## src/sync_cfg_pkg.sv

```systemverilog
package sync_cfg_pkg;

  // Register port geometry
  localparam int ADDR_W = 4;
  localparam int DATA_W = 16;

  // Register offsets
  localparam logic [3:0] SYNC_CONTROL_ADDR = 4'hE;
  localparam logic [3:0] RESERVED_TAIL_ADDR = 4'hF;

  // Field layout of sync_control
  localparam int DLY_MSB = 15;
  localparam int DLY_LSB = 6;
  localparam int RES_BIT = 5;
  localparam int PH_MSB = 4;
  localparam int PH_LSB = 3;
  localparam int SLAVE_BIT = 2;
  localparam int OUT_DIS_BIT = 1;
  localparam int RST_DIS_BIT = 0;
  localparam int DLY_W = 10;
  localparam int PH_W = 2;

  // Reset and fixed values
  localparam logic [15:0] SYNC_CONTROL_RESET = 16'h0003;
  localparam logic [15:0] RESERVED_TAIL_VALUE = 16'h000C;
  localparam logic [15:0] UNMAPPED_VALUE = 16'h0000;

  // Delay line: code 639 gives the longest delay
  localparam int DLY_MAX_PS = 1000;
  localparam logic [9:0] DLY_MAX_CODE = 10'h27F;

  // Divide-by-four phase counter
  localparam logic [1:0] DIV_START = 2'h0;
  localparam logic [1:0] DIV_STEP = 2'h1;
  localparam int DIV_OUT_BIT = 1;

endpackage : sync_cfg_pkg

```

## src/multi_chip_sync_config.sv

```systemverilog
`timescale 1ns/1ps
module multi_chip_sync_config (
  input wire logic mclk_i,
  input wire logic sys_rst_i,
  input wire logic wr_en_i,
  input wire logic rd_en_i,
  input wire logic [3:0] addr_i,
  input wire logic [15:0] wdata_i,
  input wire logic ref_clock_i,
  input wire logic data_clock_reset_input_i,
  output logic [15:0] rdata_o,
  output logic rd_valid_o,
  output logic [9:0] ref_clock_delay_o,
  output logic [1:0] latch_phase_select_o,
  output logic slave_enable_o,
  output logic reference_clock_out_a_o,
  output logic reference_clock_out_b_o,
  output logic align_pulse_o,
  output logic divider_reset_o
);

  typedef struct packed {
    logic [9:0] dly;
    logic [1:0] phase;
    logic slave;
    logic out_dis;
    logic rst_dis;
    logic [2:0] ref_sync;
    logic ref_lvl;
    logic [2:0] drst_sync;
    logic drst_lvl;
    logic [15:0] rdata;
    logic rvalid;
    logic [9:0] dly_eff;
    logic [1:0] phase_out;
    logic slave_out;
    logic out_a;
    logic out_b;
    logic align;
    logic div_rst;
  } cfg_state_t;

  localparam logic [15:0] RST = sync_cfg_pkg::SYNC_CONTROL_RESET;

  cfg_state_t st_ff;
  cfg_state_t nxt_st;
  logic load_en;
  logic clr_en;
  logic [1:0] div_phase;
  logic quarter_clk;
  logic wr_sync;

  quarter_clock_divider u_div (
    .mclk_i(mclk_i),
    .sys_rst_i(sys_rst_i),
    .clear_i(clr_en),
    .load_i(load_en),
    .load_val_i(st_ff.phase),
    .phase_o(div_phase),
    .quarter_clk_o(quarter_clk)
  );

  always_comb begin
    nxt_st = st_ff;
    load_en = 1'b0;
    clr_en = 1'b0;
    wr_sync = wr_en_i && (addr_i == sync_cfg_pkg::SYNC_CONTROL_ADDR);
    if (wr_sync) begin
      nxt_st.dly = wdata_i[sync_cfg_pkg::DLY_MSB:sync_cfg_pkg::DLY_LSB];
      nxt_st.phase = wdata_i[sync_cfg_pkg::PH_MSB:sync_cfg_pkg::PH_LSB];
      nxt_st.slave = wdata_i[sync_cfg_pkg::SLAVE_BIT];
      nxt_st.out_dis = wdata_i[sync_cfg_pkg::OUT_DIS_BIT];
      nxt_st.rst_dis = wdata_i[sync_cfg_pkg::RST_DIS_BIT];
    end
    // Pin inputs pass three flops; a level is taken once stages two and three agree
    nxt_st.ref_sync = {st_ff.ref_sync[1:0], ref_clock_i};
    if (st_ff.ref_sync[1] == st_ff.ref_sync[2]) begin
      nxt_st.ref_lvl = st_ff.ref_sync[2];
    end
    nxt_st.drst_sync = {st_ff.drst_sync[1:0], data_clock_reset_input_i};
    if (st_ff.drst_sync[1] == st_ff.drst_sync[2]) begin
      nxt_st.drst_lvl = st_ff.drst_sync[2];
    end
    // Slave aligns its divider to the reference edge at the chosen phase
    if (st_ff.slave && nxt_st.ref_lvl && !st_ff.ref_lvl) begin
      load_en = 1'b1;
    end
    // Data clock reset acts only when enabled, and wins over alignment
    if (!st_ff.rst_dis && nxt_st.drst_lvl && !st_ff.drst_lvl) begin
      clr_en = 1'b1;
    end
    nxt_st.align = load_en && !clr_en;
    nxt_st.div_rst = clr_en;
    // Delay code saturates at the longest delay
    if (st_ff.dly >= sync_cfg_pkg::DLY_MAX_CODE) begin
      nxt_st.dly_eff = sync_cfg_pkg::DLY_MAX_CODE;
    end else begin
      nxt_st.dly_eff = st_ff.dly;
    end
    nxt_st.phase_out = st_ff.phase;
    nxt_st.slave_out = st_ff.slave;
    nxt_st.out_a = !st_ff.out_dis && quarter_clk;
    nxt_st.out_b = !st_ff.out_dis && quarter_clk;
    // Read port
    nxt_st.rvalid = rd_en_i;
    nxt_st.rdata = sync_cfg_pkg::UNMAPPED_VALUE;
    if (rd_en_i && addr_i == sync_cfg_pkg::SYNC_CONTROL_ADDR) begin
      nxt_st.rdata[sync_cfg_pkg::DLY_MSB:sync_cfg_pkg::DLY_LSB] = st_ff.dly;
      nxt_st.rdata[sync_cfg_pkg::RES_BIT] = 1'b0;
      nxt_st.rdata[sync_cfg_pkg::PH_MSB:sync_cfg_pkg::PH_LSB] = st_ff.phase;
      nxt_st.rdata[sync_cfg_pkg::SLAVE_BIT] = st_ff.slave;
      nxt_st.rdata[sync_cfg_pkg::OUT_DIS_BIT] = st_ff.out_dis;
      nxt_st.rdata[sync_cfg_pkg::RST_DIS_BIT] = st_ff.rst_dis;
    end else if (rd_en_i && addr_i == sync_cfg_pkg::RESERVED_TAIL_ADDR) begin
      nxt_st.rdata = sync_cfg_pkg::RESERVED_TAIL_VALUE;
    end
  end

  always_ff @(posedge mclk_i) begin
    if (sys_rst_i) begin
      st_ff <= '0;
      st_ff.dly <= RST[sync_cfg_pkg::DLY_MSB:sync_cfg_pkg::DLY_LSB];
      st_ff.phase <= RST[sync_cfg_pkg::PH_MSB:sync_cfg_pkg::PH_LSB];
      st_ff.slave <= RST[sync_cfg_pkg::SLAVE_BIT];
      st_ff.out_dis <= RST[sync_cfg_pkg::OUT_DIS_BIT];
      st_ff.rst_dis <= RST[sync_cfg_pkg::RST_DIS_BIT];
      st_ff.phase_out <= RST[sync_cfg_pkg::PH_MSB:sync_cfg_pkg::PH_LSB];
      st_ff.slave_out <= RST[sync_cfg_pkg::SLAVE_BIT];
    end else begin
      st_ff <= nxt_st;
    end
  end

  assign rdata_o = st_ff.rdata;
  assign rd_valid_o = st_ff.rvalid;
  assign ref_clock_delay_o = st_ff.dly_eff;
  assign latch_phase_select_o = st_ff.phase_out;
  assign slave_enable_o = st_ff.slave_out;
  assign reference_clock_out_a_o = st_ff.out_a;
  assign reference_clock_out_b_o = st_ff.out_b;
  assign align_pulse_o = st_ff.align;
  assign divider_reset_o = st_ff.div_rst;
endmodule : multi_chip_sync_config

```

## src/quarter_clock_divider.sv

```systemverilog
`timescale 1ns/1ps
module quarter_clock_divider (
  input wire logic mclk_i,
  input wire logic sys_rst_i,
  input wire logic clear_i,
  input wire logic load_i,
  input wire logic [1:0] load_val_i,
  output logic [1:0] phase_o,
  output logic quarter_clk_o
);

  typedef struct packed {
    logic [1:0] phase;
  } div_state_t;

  div_state_t st_ff;
  div_state_t nxt_st;

  always_comb begin
    nxt_st = st_ff;
    if (clear_i) begin
      nxt_st.phase = sync_cfg_pkg::DIV_START;
    end else if (load_i) begin
      nxt_st.phase = load_val_i;
    end else begin
      nxt_st.phase = st_ff.phase + sync_cfg_pkg::DIV_STEP;
    end
  end

  always_ff @(posedge mclk_i) begin
    if (sys_rst_i) begin
      st_ff <= '{phase: sync_cfg_pkg::DIV_START};
    end else begin
      st_ff <= nxt_st;
    end
  end

  assign phase_o = st_ff.phase;
  assign quarter_clk_o = st_ff.phase[sync_cfg_pkg::DIV_OUT_BIT];

endmodule : quarter_clock_divider

```

## config.mk

```make
export PLATFORM = sky130hd
export DESIGN_NAME = multi_chip_sync_config
export DESIGN_NICKNAME = d
export VERILOG_FILES = /design/src/sync_cfg_pkg.sv /design/src/multi_chip_sync_config.sv /design/src/quarter_clock_divider.sv
export SDC_FILE = /design/constraint.sdc
export NUM_CORES = 1
export LEC_CHECK = 0
export BUFFER_PORTS_ARGS = -buffer_cell sky130_fd_sc_hd__buf_2
export CORE_MARGIN = 8
export CORE_UTILIZATION = 45
export DETAILED_ROUTE_END_ITERATION = 16
export PLACE_DENSITY = 0.85
export SLEW_MARGIN = 10
export SYNTH_ARGS = -nofsm -noshare
export SYNTH_HDL_FRONTEND = slang
export SYNTH_SLANG_ARGS = --single-unit
export TNS_END_PERCENT = 10
```

## constraint.sdc

```tcl
create_clock -name mclk_i -period 1.1 [get_ports mclk_i]
set_clock_uncertainty 0.1 [all_clocks]
set_input_delay 0.11 -clock mclk_i [delete_from_list [all_inputs] [get_ports mclk_i]]
set_output_delay 0.11 -clock mclk_i [all_outputs]
set_load 0.01 [all_outputs]
```

Word level (Yosys, flattened, before mapping)

Cells that the tools add are included.

Word-level logic and storage cells: 51
Input port bits: 26
Bits in registers: 58

Add/sub/neg operators: 1
$lt $le $gt $ge: 1
Equality and inequality tests: 4
Muxes and demuxes: 8
Reduce and logical (&&, ||, !) cells: 17

Operator list:

| cell                 | number |
|---|---|
| $mux 16              | 1 |
| $ge 10x10->1 const B | 1 |
| $mux 10              | 1 |
| $logic_and 1x1->1    | 9 |
| $eq 4x4->1 const B   | 2 |
| $reduce_or 2->1      | 3 |
| $logic_not 1->1      | 5 |
| $mux 1               | 4 |
| $mux 4               | 1 |
| $add 2x1->2 const B  | 1 |
| $eq 1x1->1           | 2 |
| $mux 2               | 1 |

Depth between registers and ports, before layout

Gate-level depths: netlist of run 1.

Depth in word-level cells: 7
Mapped depth: 4
Mapped depth without buffers: 3

Hierarchy

A second synthesis of run 1 with hierarchy kept.

Cells, all modules: 201
Area, all modules: 2119.5 um^2

By module, submodules not included:

| module                 | instances | area each (um^2) | cells each | sequential area each (um^2) |
|---|---|---|---|---|
| multi_chip_sync_config | 1         | 2023.2           | 192        | 1101.1 |
| quarter_clock_divider  | 1         | 96.3             | 9          | 40.0 |

Worst setup path after synthesis of run 1

No wires, ideal clock.

Kind: in2reg
Start: in addr_i[2]
End: reg st_ff, in the netlist nxt_st[4]
Arrival time: 0.909 ns
Buffers on the path: 0
Stages on the path: 3
Data required time: 0.879 ns
Path slack: -0.029 ns
Cells stage by stage: nand3_2 > nor3b_4 > mux2_2

Cells in the longest elaborated chain, start to end: 2

RTL lines:

| what                 | RTL line                      | text |
|---|---|---|
| from (decl)          | multi_chip_sync_config.sv:7   | `input wire logic [3:0] addr_i,` |
| $eq 4x4->1           | multi_chip_sync_config.sv:67  | `wr_sync = wr_en_i && (addr_i == sync_cfg_pkg::SYNC_CONTROL_ADDR);` |
| $logic_and 1x1->1    | multi_chip_sync_config.sv:67  |  |
| to (signal assigned) | multi_chip_sync_config.sv:130 | `st_ff <= nxt_st;` |
| to (decl)            | multi_chip_sync_config.sv:45  | `cfg_state_t st_ff;` |

Every way passes these cells.
A chain may end at the register's enable or synchronous reset.

Worst setup path after layout of run 1

Start: reg st_ff, in the netlist nxt_st[4]
End: reg u_div.st_ff, in the netlist u_div.phase_o[0]

Cells in the longest elaborated chain, start to end: 4

RTL lines:

| what                           | RTL line                     | text |
|---|---|---|
| $logic_and 1x1->1 (2 in a row) | multi_chip_sync_config.sv:85 | `if (st_ff.slave && nxt_st.ref_lvl && !st_ff.ref_lvl) begin` |
| $mux 1                         | multi_chip_sync_config.sv:85 |  |
| $mux 2                         | quarter_clock_divider.sv:23  | `end else if (load_i) begin` |
| to (signal assigned)           | quarter_clock_divider.sv:32  | `st_ff <= '{phase: sync_cfg_pkg::DIV_START};` |
| to (signal assigned)           | quarter_clock_divider.sv:34  | `st_ff <= nxt_st;` |
| to (decl)                      | quarter_clock_divider.sv:16  | `div_state_t st_ff;` |

Every way passes these cells.

==> impl_metrics.toml, run 1 <==
[status]
outcome = "completed"

[sta]
setup_viol = 0
drv_slew = 0
finalCritPeriodShare = 0.9519
rsz0062_at_grt = "yes"
max_freq_mhz = 955.0
hold_violations = 0
min_period_ns = 1.047

[placed_design]
dpl_cell_area_mm2 = 0.002271
place.gp.congestion = 0.7301
dp_cells = 286
port_buffers = 57
dp_hpwl_um = 2931

[finish]
fillers = 378
multi_input_comb_area_um2 = 654.4
antenna_cells = 0
final-instance-count-excl-fill = 315
nNetsFinal = 285
drive_above_1_share = 0.3574
register_area_mm2 = 0.001142
syn_to_final_growth_pct = 25.90
final_area_mm2 = 0.002579

[synth]
yosys.area.top_type_share = 0.5571
synth_top_family_by_area = "simple AND/OR/NAND/NOR gates"
synthCells = 199
synth-edff-count = 0
synth-async-reset-ratio = 0
synth_nets = 225
synth-compound-area-share = 0.03177
synthMuxAreaShare = 0.07575
syn_avg_cell_area_um2 = 10.29
synth.most_common_cell = "dfxtp_1"
synthAdderAreaFrac = 0
syn_area_mm2 = 0.002048
synth_common_cells = "dfxtp_1 (57), buf_4 (29), nor2_1 (22)"
yosysUniqueCellTypes = 28
ys_seq_area_frac = 0.5571
synthXorXnorAreaFrac = 0.004276
synth_top_area_cell = "dfxtp_1"
yosys_warnings = 0
synth_area_leaders = "dfxtp_1 (56%), buf_4 (11%), mux2i_1 (5.4%)"
synthSimpleGateAreaFrac = 0.2034
ys_ff_latch = 57
dominantRegCellSynth = "dfxtp_1"

[global_route]
grt_max_degree = 20
grt.total_usage = 0.1209
gr-total-overflow = 0
grt_pass1_vias = 1497
antenna_found_initial = 0
grt_pass1_wl_um = 6713

[detailed_routing]
final_antenna_net_count = 0
dr.pass1.iters = 4
drtIter0Drc = 58
drcViolationCount = 0
viasPerCell = 4.498
routedWlPerCell_um = 12.83
routed_wl_um = 4041
vias = 1417

[clocking]
clockBufferDepth = 2
cts_setup_buffers = 0
cts_root_buf = "clkbuf_8"
cts.sinks = 57
clkTransAtPathRegs_ns = 0.06
numCtsBuffers = 9
cts_tree = "done"
clock_latency_ns = 0.32
h-tree-depth = 3

[power]
p_leak_nw = 1.187
ir_drop_mv = 1.129
p_per_area_mw_per_mm2 = 1527

[floorplanning]
chipWidth_um = 83.47
row_count = 24
die_y_um = 83.47
ioPinCount = 60
die_area_mm2 = 0.006966
initial_core_util = 0.4672
core_mm2 = 0.004384

[worst_setup_path]
timing.rr.start = "nxt_st[4]"
critPathKind = "register to register"
crit_fanout = 5
required_ns = 1.23
crit_arrival_ns = 1.18
crit_path_end_kind = "register"
start_kind = "register"
crit_start = "nxt_st[4]"

[job]
maxCapViolations = 0

[worst_hold_path]
hold_class = "input pin to register"
hold_start = "wdata_i[3]"
## worst max-delay path: stages (launching register included)
cell,delay (ns)
dfxtp_1,0.37
nand4b_1,0.21
a211oi_1,0.28
## worst paths after layout
check / cells after the start / slack (ns) / endpoint
worst max-delay path: 2 / 0.05 / u_div.phase_o[0]
worst min-delay path: 3 / 0.04 / nxt_st[5]
worst max register to register: 2 / 0.05 / u_div.phase_o[0]
worst min register to register: 1 / 0.33 / nxt_st[41]
## through the flow
step	hold WS [ns]	setup TNS (ns)	power, mW	util	worst slack (ns)
floorplan	0.09092	-0.03968	2.249	-	-0.009919
global placement	0.2195	-0.5069	2.332	0.5180	-0.08398
detailed placement	0.2277	-1.318	2.338	0.5180	-0.1443
CTS	0.02743	0	3.986	0.5868	0.06434
global route	0.03946	-0.02084	4.099	0.5882	-0.02084
finish	0.04050	0	3.937	0.5882	0.05290
## what timing repair did
| action | in CTS | in global routing |
|---|---|---|
| resized for setup | 0 | 2 |
| setup endpoints to repair | 0 | 3 |
| endpoints found under the hold margin | 14 | 0 |
| hold buffers | 14 | 0 |
## kinds of logic (layout without fill, tap and decap cells)
| logic type | count (synthesis) | in the layout |
|---|---|---|
| buf+inv | 37 | 101 |
| flops | 57 | 57 |
| mux | 15 | 15 |
| other cells | 1 | 1 |
| simple gates | 78 | 78 |
| compound gates | 10 | 10 |
| xor+xnor | 1 | 1 |
## layout by cell type (no fill, tap or decap), drive strengths merged, types with 2 or more instances in the layout
cell,netlist,routed
nor3b,4,4
and2,13,13
mux2,4,4
o21ai,2,2
mux2i,11,11
a21oi,2,2
o21a,3,3
a211oi,2,2
dlygate4sd3,0,14
clkinv,1,5
buf,34,70
nand2,20,20
nor2,22,22
dfxtp,57,57
clkbuf,1,11
nor2b,14,14
## report_power, final
group	total, mW	switching (mW)	leakage (nW)	internal (mW)
combinational	0.221	0.0919	0.636	0.129
sequential	2.11	0.0153	0.462	2.10
clock	1.61	0.757	0.0887	0.849
total	3.94	0.864	1.19	3.07
## flip-flops by register name, indices dropped and copies added (netlist names)
signal,cells
align_pulse_o,1
divider_reset_o,1
latch_phase_select_o,2
nxt_st,7
rd_valid_o,1
rdata_o,15
ref_clock_delay_o,10
reference_clock_out_b_o,1
slave_enable_o,1
st_ff,16
u_div.phase_o,2
## final cells by class
class                   count  share of cell area
clock inverters             4            0.007763
flip-flops and latches     57              0.4430
inverters                   2            0.002911
well taps                  52             0.02523
clock buffers              11             0.05483
multi-input cells         105              0.2538
repair buffers             84              0.2125
## routing by layer
layer / global-route usage / up-vias / routed length [um]
li1: - / 722 / -
met1: 0.1050 / 642 / 1531
met2: 0.2150 / 41 / 2111
met3: 0.04688 / 12 / 255
met4: 0.09890 / 0 / 142
met5: 0 / - / 0
(Power assumes the default switching activity.)
==> inputs of run 2 (changes only) <==
- PLACE_DENSITY: 0.85 -> 0.82
- clock period: 1.1 -> 1.2 ns (I/O delays scaled with it)
==> impl_metrics.toml, run 2 (synthesized netlist as in run 1, its figures left out) <==
[detailed_routing]
vias = 1395
dr.pass1.iters = 4
routedWlPerCell_um = 12.51
viasPerCell = 4.429
final_antenna_net_count = 0
drtIter0Drc = 42
drcViolationCount = 0
routed_wl_um = 3942

[floorplanning]
die_area_mm2 = 0.006966
ioPinCount = 60
core_mm2 = 0.004384
initial_core_util = 0.4672
chipWidth_um = 83.47
die_y_um = 83.47
row_count = 24

[sta]
rsz0062_at_grt = "no"
min_period_ns = 1.117
finalCritPeriodShare = 0.9306
tns_ns = 0
setup_viol = 0
drv_slew = 0
max_freq_mhz = 895.5
hold_violations = 0

[global_route]
gr-total-overflow = 0
antenna_found_initial = 0
grt_max_degree = 16
grt_pass1_wl_um = 6417
grt_pass1_vias = 1405
grt.total_usage = 0.1178

[placed_design]
dp_cells = 284
port_buffers = 57
dpl_cell_area_mm2 = 0.002231
dp_hpwl_um = 2806
place.gp.congestion = 0.7313

[clocking]
cts_tree = "done"
h-tree-depth = 3
numCtsBuffers = 9
clock_latency_ns = 0.33
cts_root_buf = "clkbuf_8"
cts.sinks = 57
clkTransAtPathRegs_ns = 0.07
clockBufferDepth = 2

[worst_setup_path]
crit_path_end_kind = "register"
crit_slowest_cell = "dlygate4sd3_1"
path_cells = "dlygate4sd3_1, buf_2, nand2b_4, nor3_2, buf_4, and2_1"
critPathKind = "input pin to register"
start_kind = "input pin"
cpPeakStageDelay_ns = 0.52
crit_fanout = 13
crit_buf_inv = 3
crit_family = "buffers and inverters"
required_ns = 1.37
crit_arrival_ns = 1.29

[finish]
syn_to_final_growth_pct = 26.08
drive_above_1_share = 0.3498
post-route-util = 0.5890
largest_reg_flops = 16
final-instance-count-excl-fill = 315
nNetsFinal = 284
fillers = 387
regMostFlops = "st_ff"
antenna_cells = 0
multi_input_comb_area_um2 = 654.4
final_area_mm2 = 0.002582
mostFrequentLayoutCells = "dfxtp_1 (57), buf_2 (57), nor2_1 (22)"
register_area_mm2 = 0.001141

[power]
p_per_area_mw_per_mm2 = 1496
p_leak_nw = 1.182
total_power_mw = 3.863
ir_drop_mv = 0.7365

[job]
maxCapViolations = 0

[worst_hold_path]
hold_class = "input pin to register"

[status]
outcome = "completed"
## run 2: area by class of cell
cell class | instances | share of cell area
sequential | 57 | 0.4419
multi-input combinational | 105 | 0.2534
timing repair buffer | 83 | 0.2006
clock buffer | 11 | 0.05475
tap | 52 | 0.02519
clock inverter | 5 | 0.02132
inverter | 2 | 0.002907
## run 2: power by group
group,internal [mW],switching (mW)
clock,1.01,0.726
combinational,0.113,0.0826
sequential,1.92,0.0149
## run 2: final timing paths
path	startpoint	end	slack, ns	cells past startpoint
min	wdata_i[3]	nxt_st[5]	0.03	3
max reg2reg	st_ff[56]	ref_clock_delay_o[4]	0.16	3
max	rd_en_i	rdata_o[13]	0.08	6
min reg2reg	nxt_st[40]	nxt_st[41]	0.34	1
## run 2: per-layer routing
layer | track usage | wire (um) | vias up
met4 | 0.09419 | 110 | 0
met3 | 0.04688 | 262 | 10
met1 | 0.1079 | 1510 | 616
li1 | - | - | 727
met5 | 0 | 0 | -
met2 | 0.2030 | 2059 | 42
## run 2: worst register-to-register path: cells and delay by family (launching register included)
family	cells	cell delay [ns]
flops	1	0.39
compound gates	1	0.30
simple gates	2	0.18
## run 2: stage by stage
stage          hold slack [ns]  setup slack [ns]
6_report               0.03293           0.08328
2_1_floorplan           0.1009           0.06073
4_1_cts                0.02796           0.06986
3_5_place_dp            0.2355          -0.03183
5_1_grt                0.05084           0.02713
3_3_place_gp            0.2279         -0.003558
## run 2: what timing repair did
item	CTS	global route
endpoints found under the hold margin	16	0
hold buffers	15	0
gates resized for setup	0	1
endpoints found under the setup margin	0	2
setup buffers	0	0
